===== src/pcx_regs.vh =====
// register offsets, field positions, reset values and bus codes for the target core
`ifndef PCX_REGS_VH
`define PCX_REGS_VH

// apb byte offsets
`define PCX_OFF_CTRL 12'h000
`define PCX_OFF_BASE0 12'h004
`define PCX_OFF_BASE1 12'h008
`define PCX_OFF_STATUS 12'h00c

// control register fields
`define PCX_CTRL_EN_BIT 0
`define PCX_CTRL_BURST_BIT 1
`define PCX_CTRL_RST 2'h0

// base register: upper address bits compared, fixed 64 KiB regions
`define PCX_BASE_MSB 31
`define PCX_BASE_LSB 16
`define PCX_BASE_RST 16'h0000

// number of claimable regions
`define PCX_NUM_REGIONS 2

// bus commands accepted as memory space
`define PCX_CMD_MEM_RD 4'h6
`define PCX_CMD_MEM_WR 4'h7
`define PCX_CMD_MEM_RD_MUL 4'hc
`define PCX_CMD_MEM_RD_LINE 4'he
`define PCX_CMD_MEM_WR_INV 4'hf

// linear burst order code in ad[1:0]
`define PCX_BURST_LINEAR 2'h0

`endif


===== src/pcx_target.v =====
// target side of the expansion bus core with user-side decode and phase control
`include "pcx_regs.vh"

module pcx_target (
   // clock and reset
   input wire clk_sys,
   input wire nrst,
   // apb slave
   input wire psel,
   input wire penable,
   input wire pwrite,
   input wire [11:0] paddr,
   input wire [31:0] pwdata,
   output reg [31:0] prdata,
   output wire pready,
   output wire pslverr,
   // bus pins, sampled synchronously
   input wire frame_n_i,
   input wire irdy_n_i,
   input wire [31:0] ad_i,
   input wire [3:0] cbe_n_i,
   output reg [31:0] ad_o,
   output reg ad_oe,
   output wire bus_target_ready_line_n_o,
   output wire bus_target_ready_line_oe,
   output wire stop_n_o,
   output wire stop_n_oe,
   output wire bus_device_select_line_n_o,
   output wire bus_device_select_line_oe,
   // user side: claim and transaction info
   output reg [`PCX_NUM_REGIONS-1:0] region_claim,
   output reg transfer_direction_flag,
   output reg data_phase_strobe,
   output reg [3:0] registered_byte_enables,
   output reg [15:0] pci_cmd,
   output reg [31:0] addr_latched,
   output reg addr_valid,
   // user side: shared address/data bus
   input wire [31:0] shared_addr_data_bus_i,
   output reg [31:0] shared_addr_data_bus_o,
   output wire shared_addr_data_bus_oe,
   // user side: target state indications
   output wire st_idle,
   output wire st_busy,
   output wire st_data,
   output wire st_backoff,
   // user side: phase requests
   input wire user_ready,
   input wire user_term,
   input wire user_abort
);

   // one-hot target states
   localparam S_IDLE = 5'b00001;
   localparam S_BUSY = 5'b00010;
   localparam S_DATA = 5'b00100;
   localparam S_BACK = 5'b01000;
   localparam S_TURN = 5'b10000;

   localparam BW = `PCX_BASE_MSB - `PCX_BASE_LSB + 1;

   reg [4:0] state_r; // target state
   reg frame_q_r; // frame one cycle ago, for start detection
   reg [1:0] ctrl_r; // enable and burst permission
   reg [BW-1:0] base_r [0:`PCX_NUM_REGIONS-1]; // region bases
   reg [3:0] cmd_r; // raw command of this transaction
   reg nonlin_r; // non-linear burst order seen
   reg first_r; // still in first data phase
   reg lead0_r, lead_r; // read data: user drives it, then it is registered onto the pins
   reg abort_r; // target abort in progress
   reg ready_q_r; // pipelined user ready request
   reg term_q_r; // pipelined user stop request
   reg abort_q_r; // pipelined user abort request
   reg [7:0] retry_cnt_r; // retries signalled
   reg [7:0] abort_cnt_r; // target aborts signalled
   wire [`PCX_NUM_REGIONS-1:0] hit; // region compare results

   // memory-space command test
   function is_mem;
      input [3:0] c;
      begin
         is_mem = (c == `PCX_CMD_MEM_RD) | (c == `PCX_CMD_MEM_WR) |
            (c == `PCX_CMD_MEM_RD_MUL) | (c == `PCX_CMD_MEM_RD_LINE) |
            (c == `PCX_CMD_MEM_WR_INV);
      end
   endfunction

   // one compare per region
   genvar gi;
   generate
      for (gi = 0; gi < `PCX_NUM_REGIONS; gi = gi + 1) begin : g_region
         pcx_bar_match u_match (
            .base(base_r[gi]),
            .addr(addr_latched),
            .enable(ctrl_r[`PCX_CTRL_EN_BIT]),
            .hit(hit[gi])
         );
      end
   endgenerate

   // effective mode; forced terms override the user pair
   wire in_data = state_r[2];
   wire eff_ready = ready_q_r | nonlin_r;
   wire eff_term = term_q_r | nonlin_r |
      (~ctrl_r[`PCX_CTRL_BURST_BIT] & ready_q_r);
   wire data_ok = transfer_direction_flag | lead_r; // read turnaround
   // requests act only in the data state, never while inactive
   wire drive_trdy = in_data & ~abort_q_r & eff_ready & data_ok;
   // no stop alone while read data settles, else the bus would see a retry
   wire drive_stop = (in_data & ((eff_term & (data_ok | ~eff_ready)) | abort_q_r)) | (state_r[3]);
   wire drive_devsel = (in_data & ~abort_q_r) | (state_r[3] & ~abort_r);
   wire xfer = drive_trdy & ~irdy_n_i; // data phase completes at this edge

   // control pins driven from claim until after turnaround
   wire ctl_oe = state_r[2] | state_r[3] | state_r[4];
   assign bus_target_ready_line_n_o = ~drive_trdy;
   assign bus_target_ready_line_oe = ctl_oe;
   assign stop_n_o = ~drive_stop;
   assign stop_n_oe = ctl_oe;
   assign bus_device_select_line_n_o = ~drive_devsel;
   assign bus_device_select_line_oe = ctl_oe;

   // state indications to the user
   assign st_idle = state_r[0];
   assign st_busy = state_r[1];
   assign st_data = state_r[2];
   assign st_backoff = state_r[3];

   // user owns the shared bus only during read data state
   assign shared_addr_data_bus_oe = ~(in_data & ~transfer_direction_flag);

   // target state machine and transaction capture
   always @(posedge clk_sys or negedge nrst) begin
      if (!nrst) begin
         state_r <= S_IDLE;
         frame_q_r <= 1'b1;
         cmd_r <= 4'h0;
         nonlin_r <= 1'b0;
         first_r <= 1'b0;
         {lead0_r, lead_r} <= 2'b00;
         abort_r <= 1'b0;
         ready_q_r <= 1'b0;
         term_q_r <= 1'b0;
         abort_q_r <= 1'b0;
         retry_cnt_r <= 8'h00;
         abort_cnt_r <= 8'h00;
         region_claim <= {`PCX_NUM_REGIONS{1'b0}};
         transfer_direction_flag <= 1'b0;
         data_phase_strobe <= 1'b0;
         registered_byte_enables <= 4'h0;
         pci_cmd <= 16'h0000;
         addr_latched <= 32'h00000000;
         addr_valid <= 1'b0;
         shared_addr_data_bus_o <= 32'h00000000;
         ad_o <= 32'h00000000;
         ad_oe <= 1'b0;
      end else begin
         // pins and requests pass one register stage
         frame_q_r <= frame_n_i;
         ready_q_r <= user_ready;
         term_q_r <= user_term;
         abort_q_r <= user_abort;
         registered_byte_enables <= ~cbe_n_i;
         shared_addr_data_bus_o <= ad_i;
         ad_o <= shared_addr_data_bus_i;
         region_claim <= {`PCX_NUM_REGIONS{1'b0}};
         data_phase_strobe <= 1'b0;
         addr_valid <= 1'b0;
         lead0_r <= in_data;
         lead_r <= in_data & lead0_r;
         case (state_r)
            S_IDLE: begin
               // falling frame marks the address phase
               if (!frame_n_i && frame_q_r) begin
                  addr_latched <= ad_i;
                  addr_valid <= 1'b1;
                  cmd_r <= cbe_n_i; // command bits travel uninverted
                  pci_cmd <= 16'h0001 << cbe_n_i;
                  nonlin_r <= (ad_i[1:0] != `PCX_BURST_LINEAR);
                  state_r <= S_BUSY;
               end
            end
            S_BUSY: begin
               // medium decode: claim one cycle after the address
               if ((|hit) && is_mem(cmd_r)) begin
                  region_claim <= hit;
                  transfer_direction_flag <= cmd_r[0];
                  first_r <= 1'b1;
                  abort_r <= 1'b0;
                  state_r <= S_DATA;
               end else if (frame_n_i && irdy_n_i) begin
                  state_r <= S_IDLE;
               end
            end
            S_DATA: begin
               if (abort_q_r) begin
                  // fatal error: stop without device select
                  abort_r <= 1'b1;
                  abort_cnt_r <= abort_cnt_r + 8'h01;
                  state_r <= frame_n_i ? S_TURN : S_BACK;
               end else if (xfer) begin
                  data_phase_strobe <= 1'b1;
                  first_r <= 1'b0;
                  {lead0_r, lead_r} <= 2'b00;
                  // initiator last phase wins over our own stop
                  if (frame_n_i)
                     state_r <= S_TURN;
                  else if (eff_term)
                     state_r <= S_BACK;
               end else if (eff_term && !eff_ready) begin
                  // stop with no data: a retry when nothing moved yet
                  if (first_r)
                     retry_cnt_r <= retry_cnt_r + 8'h01;
                  state_r <= frame_n_i ? S_TURN : S_BACK;
               end else if (frame_n_i && irdy_n_i) begin
                  state_r <= S_TURN;
               end
            end
            S_BACK: begin
               // hold stop until the initiator drops frame
               if (frame_n_i)
                  state_r <= S_TURN;
            end
            default: begin
               // turnaround: pins driven inactive one cycle, then released
               abort_r <= 1'b0;
               state_r <= S_IDLE;
            end
         endcase
         // read data leaves on the bus one cycle after the user drives it
         ad_oe <= in_data & ~transfer_direction_flag & ~xfer;
      end
   end

   // apb: zero wait, unmapped offsets answer with an error
   wire mapped = (paddr == `PCX_OFF_CTRL) || (paddr == `PCX_OFF_BASE0) ||
      (paddr == `PCX_OFF_BASE1) || (paddr == `PCX_OFF_STATUS);
   assign pready = 1'b1;
   assign pslverr = psel & penable & ~mapped;

   // apb register writes in the access cycle, read data capture in the setup cycle
   integer i;
   always @(posedge clk_sys or negedge nrst) begin
      if (!nrst) begin
         ctrl_r <= `PCX_CTRL_RST;
         for (i = 0; i < `PCX_NUM_REGIONS; i = i + 1)
            base_r[i] <= `PCX_BASE_RST;
         prdata <= 32'h00000000;
      end else begin
         if (psel && penable && pwrite) begin
            if (paddr == `PCX_OFF_CTRL) begin
               ctrl_r <= pwdata[1:0];
            end else if (paddr == `PCX_OFF_BASE0) begin
               base_r[0] <= pwdata[`PCX_BASE_MSB:`PCX_BASE_LSB];
            end else if (paddr == `PCX_OFF_BASE1) begin
               base_r[1] <= pwdata[`PCX_BASE_MSB:`PCX_BASE_LSB];
            end
         end
         if (psel && !penable) begin
            if (paddr == `PCX_OFF_CTRL) begin
               prdata <= {30'h00000000, ctrl_r};
            end else if (paddr == `PCX_OFF_BASE0) begin
               prdata <= {base_r[0], 16'h0000};
            end else if (paddr == `PCX_OFF_BASE1) begin
               prdata <= {base_r[1], 16'h0000};
            end else if (paddr == `PCX_OFF_STATUS) begin
               prdata <= {abort_cnt_r, retry_cnt_r, 11'h000, state_r};
            end else begin
               prdata <= 32'h00000000;
            end
         end
      end
   end

endmodule


===== src/pcx_bar_match.v =====
// address region compare for one claimable base region
`include "pcx_regs.vh"

module pcx_bar_match (
   // compare inputs
   input wire [`PCX_BASE_MSB-`PCX_BASE_LSB:0] base,
   input wire [31:0] addr,
   input wire enable,
   // result
   output wire hit
);

   // upper address bits must equal the programmed base
   assign hit = enable & (addr[`PCX_BASE_MSB:`PCX_BASE_LSB] == base);

endmodule


===== config.mk =====
export PLATFORM = sky130hd
export DESIGN_NAME = pcx_target
export DESIGN_NICKNAME = d
export VERILOG_FILES = /design/src/pcx_target.v /design/src/pcx_bar_match.v
export VERILOG_INCLUDE_DIRS = /design/src
export SDC_FILE = /design/constraint.sdc
export NUM_CORES = 1
export LEC_CHECK = 0
export BUFFER_PORTS_ARGS = -buffer_cell sky130_fd_sc_hd__buf_2
export CELL_PAD_IN_SITES_DETAIL_PLACEMENT = 1
export CELL_PAD_IN_SITES_GLOBAL_PLACEMENT = 1
export CORE_UTILIZATION = 38
export CTS_BUF_LIST = sky130_fd_sc_hd__clkbuf_4 sky130_fd_sc_hd__clkbuf_8 sky130_fd_sc_hd__clkbuf_16
export DETAILED_ROUTE_END_ITERATION = 8
export GPL_TIMING_DRIVEN = 0
export PLACE_DENSITY_LB_ADDON = 0.1
export SYNTH_ARGS = -nofsm -noshare
export SYNTH_HDL_FRONTEND = slang
export SYNTH_SLANG_ARGS = --single-unit

===== constraint.sdc =====
create_clock -name clk_sys -period 3.05 [get_ports clk_sys]
set_clock_uncertainty 0.1 [all_clocks]
set_input_delay 0.61 -clock clk_sys [delete_from_list [all_inputs] [get_ports clk_sys]]
set_output_delay 0.61 -clock clk_sys [all_outputs]
set_load 0.02 [all_outputs]

Word level (Yosys, flattened, before mapping) --
Cells that the tools add are included.
Operators by class: $add $sub $neg 2, equality and inequality tests 23, shift operators 1, multiplexer cells 36, bitwise operators 45, reduce and logical (&&, ||, !) cells 28
Operators with widths (number):
- 32-bit two-way mux | 4
- 5-bit two-way mux | 11
- 16-bit equality test | 2
- 12-bit by 4-bit equality test with 1-bit output (second input constant) | 2
- 5-bit case mux with 4 select lines | 1
- 8-bit by 1-bit adder with 8-bit output (second input constant) | 2
- 1-bit two-way mux | 16
- 1-bit by 4-bit left shift with 16-bit output (first input constant) | 1
- 1-bit AND | 15
- 1-bit inverter | 15
- 1-bit bitwise OR | 14
- 12-bit by 3-bit equality test with 1-bit output (second input constant) | 1
- 4-bit equality test (second input constant) | 3
- 12-bit logical NOT | 1
- 2-bit != test (second input constant) | 6
- 5-bit != test (second input constant) | 2
- 5-bit AND reduction | 2
- 4-bit by 3-bit equality test with 1-bit output (second input constant) | 2
- 2-bit AND reduction | 4
- 4-bit AND reduction | 2
- 1-bit logical AND | 7
- 3-bit AND reduction | 2
- 5-bit by 1-bit equality test with 1-bit output (second input constant) | 1
- 5-bit by 2-bit equality test with 1-bit output (second input constant) | 1
- 11 further kinds | 18
Word-level totals: register bits 222, bits of input ports 122, output and inout port bits 167

Longest topological paths before layout --
Gate-level depths: netlist (run 1).
word-level depth 8, depth in mapped cells 8, gate-level depth less buffers 8

Cells and area by module --
A second synthesis (run 1) with hierarchy kept.
Unflattened totals: cells, all modules 691, area, all modules 8316.7 um2
By module, submodules not included:
- pcx_target | times used 1, cells each 647, area each 7953.9 um2, sequential area each 5282.6 um2
- pcx_bar_match | times used 2, cells each 22, area each 181.4 um2, sequential area each 0.0 um2

Least setup slack after synthesis (run 1) --
OpenSTA, ideal clock, no wires.
path type in2reg, start point input port paddr[5], end point register base_r[10] (netlist bit), library setup time 125 ps, data arrival time 2279 ps, data required time 2825 ps, setup slack 546 ps, stages on the path 7, buffers on the path 2, cell sequence nor4_1 -> nand3_1 -> nor3b_2 -> nor2b_1 -> buf_2 -> buf_4 -> mux2_2
Between the ends: longest elaborated chain between the ends 3, elaborated cells between the ends (all ways) 6
Ends and longest elaborated chain:
- from (decl) | line pcx_target.v:12 | input wire [11:0] paddr,
- 12-bit by 3-bit equality test with 1-bit output (no line) / 12-bit logical NOT (equally long branches)
- 1-bit inverter (no line)
- 4-bit AND reduction (no line) *
- to (signal, indexed assignment) | line pcx_target.v:247 | base_r[i] <= `PCX_BASE_RST;
- to (decl) | line pcx_target.v:65 | reg [BW-1:0] base_r [0:`PCX_NUM_REGIONS-1];
Every way passes the cells marked *; elsewhere a longest branch is shown, timed or not. A chain may end at the register's enable or synchronous reset.

Final worst setup path (run 1) --
start point input port paddr[5], end point register base_r[25] (netlist bit)
Between the ends: longest elaborated chain between the ends 3, elaborated cells between the ends (all ways) 4
Ends and longest elaborated chain:
- 12-bit logical NOT (no line)
- 1-bit inverter (no line)
- 3-bit AND reduction (no line) *
Marked as above.

==> impl_metrics.tcl, run 1 <==
set metrics [dict create \
    hold_slack_ns 0.0202 \
    finalNonFillerCells 1246 \
    p_per_area_nw_per_um2 734 \
    fin_crit_sh_pct 86.1 \
    antenna_left 0 \
    muxShareOfSynthArea_pct 5.27 \
    outcome "finished, final reports clean" \
    clk_pin_slew_ns 0.06 \
    setup_viol 0 \
    cts_max_level 1 \
    grt_pass1_vias 6398 \
    crit_fanout 10 \
    synth_top_area_cell "dfrtp_1" \
    cts_repair_resize_count 0 \
    cp-startpoint "paddr[5]" \
    yosysSeqAreaShare_pct 65.1 \
    core-area_um2 21000 \
    totalPowerFinal_w 0.00777 \
    root_buffer "clkbuf_16" \
    ys_seq_elements 211 \
    wl_per_cell_um 17.5 \
    synth-xor-area-share_pct 4.97 \
    synth_ff_type "dfrtp_1" \
    rsz0062_at_grt "false" \
    yosys_warnings 0 \
    synth_top_family_by_area "simple AND/OR/NAND/NOR gates" \
    timing.rr.end "addr_latched[25]$_DFFE_PN0P_" \
    path_cells "buf_2 > nor4_1 > nand3_1 > nor2b_1 > nor2b_1 > buf_2 > buf_4 > mux2_2" \
    yosys.area_share.simple_pct 12.6 \
    ys_async_sr_fraction_pct 100 \
    die_area_um2 21900 \
    port_buffers 260 \
    drt_iter0_markers 243 \
    std_cell_rows 53 \
    fmax_mhz 381 \
    gp_congestion 0.740 \
    arrival_ns 2.91 \
    synth_area_um2 8110 \
    overflow 0 \
    first_pass_iters 4 \
    tightestPinTransition_ns 0.779 \
    synth_cell_types 55 \
    pwr-share-seq_pct 44.3 \
    area_growth_pct 30.3 \
    yosysMostFrequentCell "dfrtp_1" \
    num_vias 6039 \
    post-cts-setup-buffers 0 \
    pwr-share-comb_pct 21.1 \
    start_util_pct 38.7 \
    ir_drop_mv 0.417 \
    antenna_found_initial 2 \
    crit_type "in -> reg" \
    drive_above_1_share_pct 39.3 \
    end_kind "register" \
    timing.rr.start "state_r[3]$_DFFE_PN0P_" \
    synthTopCellsByArea "dfrtp_1 (64%), nand2_1 (6.5%), mux2_2 (5.3%)" \
    synth_common_cells "dfrtp_1 (209), nand2_1 (141), mux2_2 (38)" \
    routed_wirelength_mm 21.7 \
    worstRegToRegCells 7 \
    synthCells 662 \
    grt_max_degree 112 \
    internal_power_w 0.00535 \
    numCtsBuffers 24 \
    cts.sinks 211 \
    hold_viol 0 \
    die_x_um 148 \
    period_minus_slack_ns 2.63 \
    drv_slew 0 \
    crit_path_max_incr_delay_ns 0.52 \
    finalNetCount 1083 \
    dp_hpwl_mm 16.1 \
    drv_cap 0 \
    worstSetupStartpointType "primary input" \
    synth_adder_area_share_pct 0.308 \
    clkPwrFrac_pct 34.6 \
    cts_hold_buf 0 \
    vias_per_cell 4.85 \
    cts_tree "yes" \
    grt_pass1_wl_mm 34.9 \
    fillers 2362 \
    hold_class "in -> async" \
    track_usage_pct 20.3 \
    crit_slowest_cell "nor2b_1" \
    avgSynthCellArea_um2 12.3 \
    critical_path.endpoint "base_r[25]$_DFFE_PN0P_" \
    switching_share_pct 31.2 \
    synth_top_area_share_pct 64.5 \
    clock_path_buffers 3 \
    dp.cells 1208 \
    synth_compound_area_share_pct 8.10 \
    slew_headroom_pct 48.1 \
    synth_edf_count 0 \
    remaining_drc_errors 0 \
    worstPathRequired_ns 3.33 \
    die-height_um 148 \
    ios 289 \
    clk_latency_ns 0.50 \
    regToRegSetupSlack_ns 0.51 \
    p_leak_nw 5.49 \
    p_switching_w 0.00242 \
]
## worst min-delay path by stage
stage / startpoint / to / slack (ns) / cells past startpoint
after floorplan: nrst / abort_cnt_r[0]$_DFFE_PN0P_ / 0.21 / 0
after global placement: addr_latched[13]$_DFFE_PN0P_ / addr_latched[13]$_DFFE_PN0P_ / 0.35 / 2
after detailed placement: pci_cmd[2]$_DFFE_PN0P_ / pci_cmd[2]$_DFFE_PN0P_ / 0.36 / 2
after CTS: nrst / ad_o[0]$_DFF_PN0_ / 0.07 / 1
after global routing: nrst / ad_o[15]$_DFF_PN0_ / 0.09 / 1
final: nrst / ad_o[15]$_DFF_PN0_ / 0.02 / 1
## cell families after synthesis
logic type / Yosys count
and+or+nand+nor: 219
DFF: 211
AOI/OAI and AO/OA: 94
buffers and inverters: 50
xor gates and xnor gates: 46
muxes: 38
adders and majority gates: 2
other: 2
## layout make-up
cell class                 count  area, um^2  area share (%)
clock buffer                  35         726            6.86
clock inverter                 2        10.0          0.0947
buffer                        39         244            2.31
inverter                      11        41.3           0.391
timing repair buffer         261        1340            12.7
antenna                        1        2.50          0.0237
multi-input combinational    411        2580            24.4
tap                          275         344            3.25
sequential                   211        5280            50.0
## critical path: cells and delay by family
kind / cells / cell delay (ns)
and+or+nand+nor: 4 / 1.39
muxes: 1 / 0.35
buffers and inverters: 3 / 0.55
## metrics by stage
step	instance area (um^2)	TNS, ns	util, %	setup WS (ns)
floorplan	8150	0	-	0.546
global placement	9800	-514.19	46.8	-2.47
detailed placement	9830	-2.24	46.9	-0.109
CTS	10600	0	50.4	0.375
global route	10600	0	50.4	0.229
finish	10600	0	50.5	0.423
## state kept, by name (all words and copies together), names as in the netlist, 2 cells and up
| signal | flops |
|---|---|
| abort_cnt_r | 8 |
| ad_o | 32 |
| addr_latched | 32 |
| base_r | 32 |
| cmd_r | 4 |
| ctrl_r | 2 |
| pci_cmd | 16 |
| prdata | 21 |
| region_claim | 2 |
| registered_byte_enables | 4 |
| retry_cnt_r | 8 |
| shared_addr_data_bus_o | 32 |
| state_r | 5 |
## per-layer routing
| metal | track usage, % | part of all wire, % | up-vias |
|---|---|---|---|
| li1 | - | - | 2838 |
| met3 | 5.86 | 8.2 | 27 |
| met5 | 0 | 0.060 | - |
| met4 | 4.64 | 1.7 | 2 |
| met2 | 33.5 | 48 | 190 |
| met1 | 26.4 | 43 | 2982 |
## cell usage in the layout (no fill, tap or decap), types with 3 or more instances in the layout
master	netlist	final
clkbuf_16	0	25
xor2_1	24	24
nand2b_1	5	5
o21ai_0	26	26
o41ai_1	6	6
clkbuf_4	0	6
a21oi_1	3	3
nand3_1	9	9
mux2_2	38	38
conb_1	2	12
buf_2	10	269
nor3_1	4	4
dfrtp_1	209	209
nand2_1	141	141
xnor2_1	22	22
inv_1	11	11
nand4_1	9	9
nor2_1	12	12
o31ai_1	12	12
nor4_1	10	10
a22oi_1	30	30
buf_4	16	16
or2b_1	3	3
clkbuf_1	9	9
o21bai_1	3	3
clkbuf_8	1	5
nor2b_1	7	7
## power by group through the flow
stage	Sequential [W]	Combinational [W]	Clock, W
final	0.00344	0.00164	0.00269
after global placement	0.00348	0.00163	0
after global routing	0.00350	0.00181	0.00286
after CTS	0.00345	0.00167	0.00277
after floorplan	0.00379	0.000616	0
after detailed placement	0.00350	0.00166	0
Note: power is estimated with default switching activity, not from simulation.
==> run 2: changes to the inputs <==
CORE_UTILIZATION = 35   (was 38)
clock period = 2.33 ns   (was 3.05 ns; I/O delays follow)
==> run 2 against run 1 <==
  * Sequential cell count is the same
  * Die area grew 8.5%
  * Register-to-register slack lost 0.58 ns
  * Count of clock-buffer cells in the layout grew 3
  * The run now ends with negative setup slack left
  * Sequential share of layout area shrank 6.9 points
  * Largest power group unchanged
  * Global-route usage shrank 0.14 points
  * Via count grew 6.6%
  * Wire length grew 14%
  * Total power grew 42%
  * Worst hold slack gained 0.022 ns
  * Combinational power grew 73%
==> impl_metrics.tcl, run 2 (synthesis gave the netlist of run 1 again) <==
set metrics [dict create \
    dp.cells 1218 \
    min_to "frame_q_r$_DFF_PN1_" \
    fin_crit_sh_pct 103 \
    ios 289 \
    cpMostUsedCell "or3_4" \
    finalNonFillerCells 1347 \
    die_x_um 154 \
    drt_iter0_markers 139 \
    clk_latency_ns 0.50 \
    worstPathRequired_ns 2.67 \
    p_per_area_nw_per_um2 899 \
    clk_pin_slew_ns 0.05 \
    gp_congestion 0.749 \
    finalNetCount 1172 \
    setup_slack_ns -0.0675 \
    ir_drop_mv 0.631 \
    setup_viol 47 \
    crit_type "reg -> reg" \
    worst-path-buf-inv 2 \
    violations "negative setup slack" \
    switching_share_pct 32.0 \
    num_vias 6439 \
    whs_path_depth 1 \
    clock_path_buffers 3 \
    fmax_mhz 417 \
    mostFrequentLayoutCell "buf_2" \
    remaining_drc_errors 0 \
    timing.rr.end "addr_latched[13]$_DFFE_PN0P_" \
    grt_pass1_wl_mm 37.8 \
    port_buffers 260 \
    period_minus_slack_ns 2.40 \
    crit_family "simple AND/OR/NAND/NOR gates" \
    crit_fanout 7 \
    drv_slew 0 \
    worstSetupStartpointType "register" \
    std_cell_rows 55 \
    grt_max_degree 115 \
    cts_max_level 1 \
    arrival_ns 2.74 \
    numCtsBuffers 24 \
    pwr-share-comb_pct 25.6 \
    die_area_um2 23800 \
    drv_cap 0 \
    hp-start "frame_n_i" \
    hold_class "in -> reg" \
    die-height_um 154 \
    dp_hpwl_mm 16.5 \
    crit_slowest_cell "or3_4" \
    p_switching_w 0.00353 \
    track_usage_pct 20.2 \
    slew_headroom_pct 49.3 \
    regToRegSetupSlack_ns -0.07 \
    p_leak_nw 6.24 \
    grt_pass1_vias 6884 \
    vias_per_cell 4.78 \
    drive_above_1_share_pct 47.8 \
    root_buffer "clkbuf_16" \
    antenna_found_initial 3 \
    hold_viol 0 \
    core-area_um2 22700 \
    end_kind "register" \
    internal_power_w 0.00750 \
    cts_tree "yes" \
    routed_wirelength_mm 24.8 \
    tightestPinTransition_ns 0.761 \
    cts.sinks 211 \
    wl_per_cell_um 18.4 \
    rsz0062_at_grt "true" \
    crit_path_max_incr_delay_ns 0.44 \
    path_cells "or3_4 > or3b_4 > or3_4 > clkinvlp_4 > clkbuf_16 > nand2_4 > nand2_1" \
    outcome "finished, violations left" \
    pwr-share-seq_pct 41.6 \
    fin_tns_setup_ns -1.57 \
    clkPwrFrac_pct 32.8 \
    overflow 0 \
    timing.rr.start "state_r[2]$_DFFE_PN0P_" \
    antenna_left 0 \
    area_growth_pct 51.3 \
    start_util_pct 35.7 \
    worstRegToRegCells 7 \
    layout_common_cells "buf_2 (258), dfrtp_1 (206), nand2_1 (71)" \
    first_pass_iters 4 \
]
-- run 2: cell count changes in the layout (fill, tap and decap cells not counted), moves of 9 or more --
cell / before / now
nand2_1: 141 / 71
buf_2: 269 / 258
nand2_2: 0 / 43
dlygate4sd3_1: 0 / 68
buf_4: 16 / 25
nand2_4: 0 / 27
-- run 2: how the worst max path moves through the flow --
stage | slack [ns] | end | startpoint | depth (start not counted)
final | -0.07 | addr_latched[13]$_DFFE_PN0P_ | state_r[2]$_DFFE_PN0P_ | 7
after global routing | -0.14 | addr_latched[31]$_DFFE_PN0P_ | state_r[2]$_DFFE_PN0P_ | 7
after CTS | -0.02 | addr_latched[6]$_DFFE_PN0P_ | state_r[2]$_DFFE_PN0P_ | 7
after detailed placement | -0.62 | prdata[29]$_DFFE_PN0P_ | paddr[5] | 7
after global placement | -3.48 | state_r[2]$_DFFE_PN0P_ | nrst | 1
after floorplan | -0.003 | base_r[10]$_DFFE_PN0P_ | paddr[9] | 7
-- run 2: layer usage --
metal	track usage, %	share of wire (%)	vias up	wire, um
met5	0	0.052	-	13
met3	5.38	6.5	23	1600
met4	3.77	0.99	2	246
met1	26.4	42	3217	10400
met2	33.9	51	184	12500
li1	-	-	3013	-
-- run 2: power groups by stage --
stage	logic [W]	clock network (W)	registers, W
floorplan	0.000807	0	0.00496
global placement	0.00216	0	0.00456
detailed placement	0.00219	0	0.00457
CTS	0.00240	0.00372	0.00452
global route	0.00306	0.00386	0.00466
finish	0.00283	0.00361	0.00459
-- run 2: per-stage QoR --
stage               area, um^2  hold WS, ns  total power (W)  worst slack [ns]  util, %
floorplan                 8160       0.0704          0.00577          -0.00314        -
finish                   12300       0.0425           0.0110           -0.0675     54.1
CTS                      11500       0.0255           0.0106           -0.0152     50.8
global route             12300       0.0350           0.0116            -0.137     54.1
global placement          9820        0.353          0.00672             -3.48     43.2
detailed placement        9860        0.362          0.00676            -0.620     43.4
-- run 2: layout make-up --
cell class                      instances  area (um^2)
Antenna cell                            2         5.00
Buffer                                 38          365
Clock buffer                           38          761
Fill cell                            2421        10400
Inverter                               11         45.0
Multi-Input combinational cell        411         3110
Sequential cell                       211         5290
Tap cell                              285          357
Timing Repair Buffer                  351         2350
-- run 2: timing repair --
item	in CTS	in global routing
pin swaps	5	71
resized for setup	36	151
setup endpoints to repair	76	93
buffers inserted	5	6
hold endpoints to repair	162	0
cloned	3	8
hold buffers	68	0
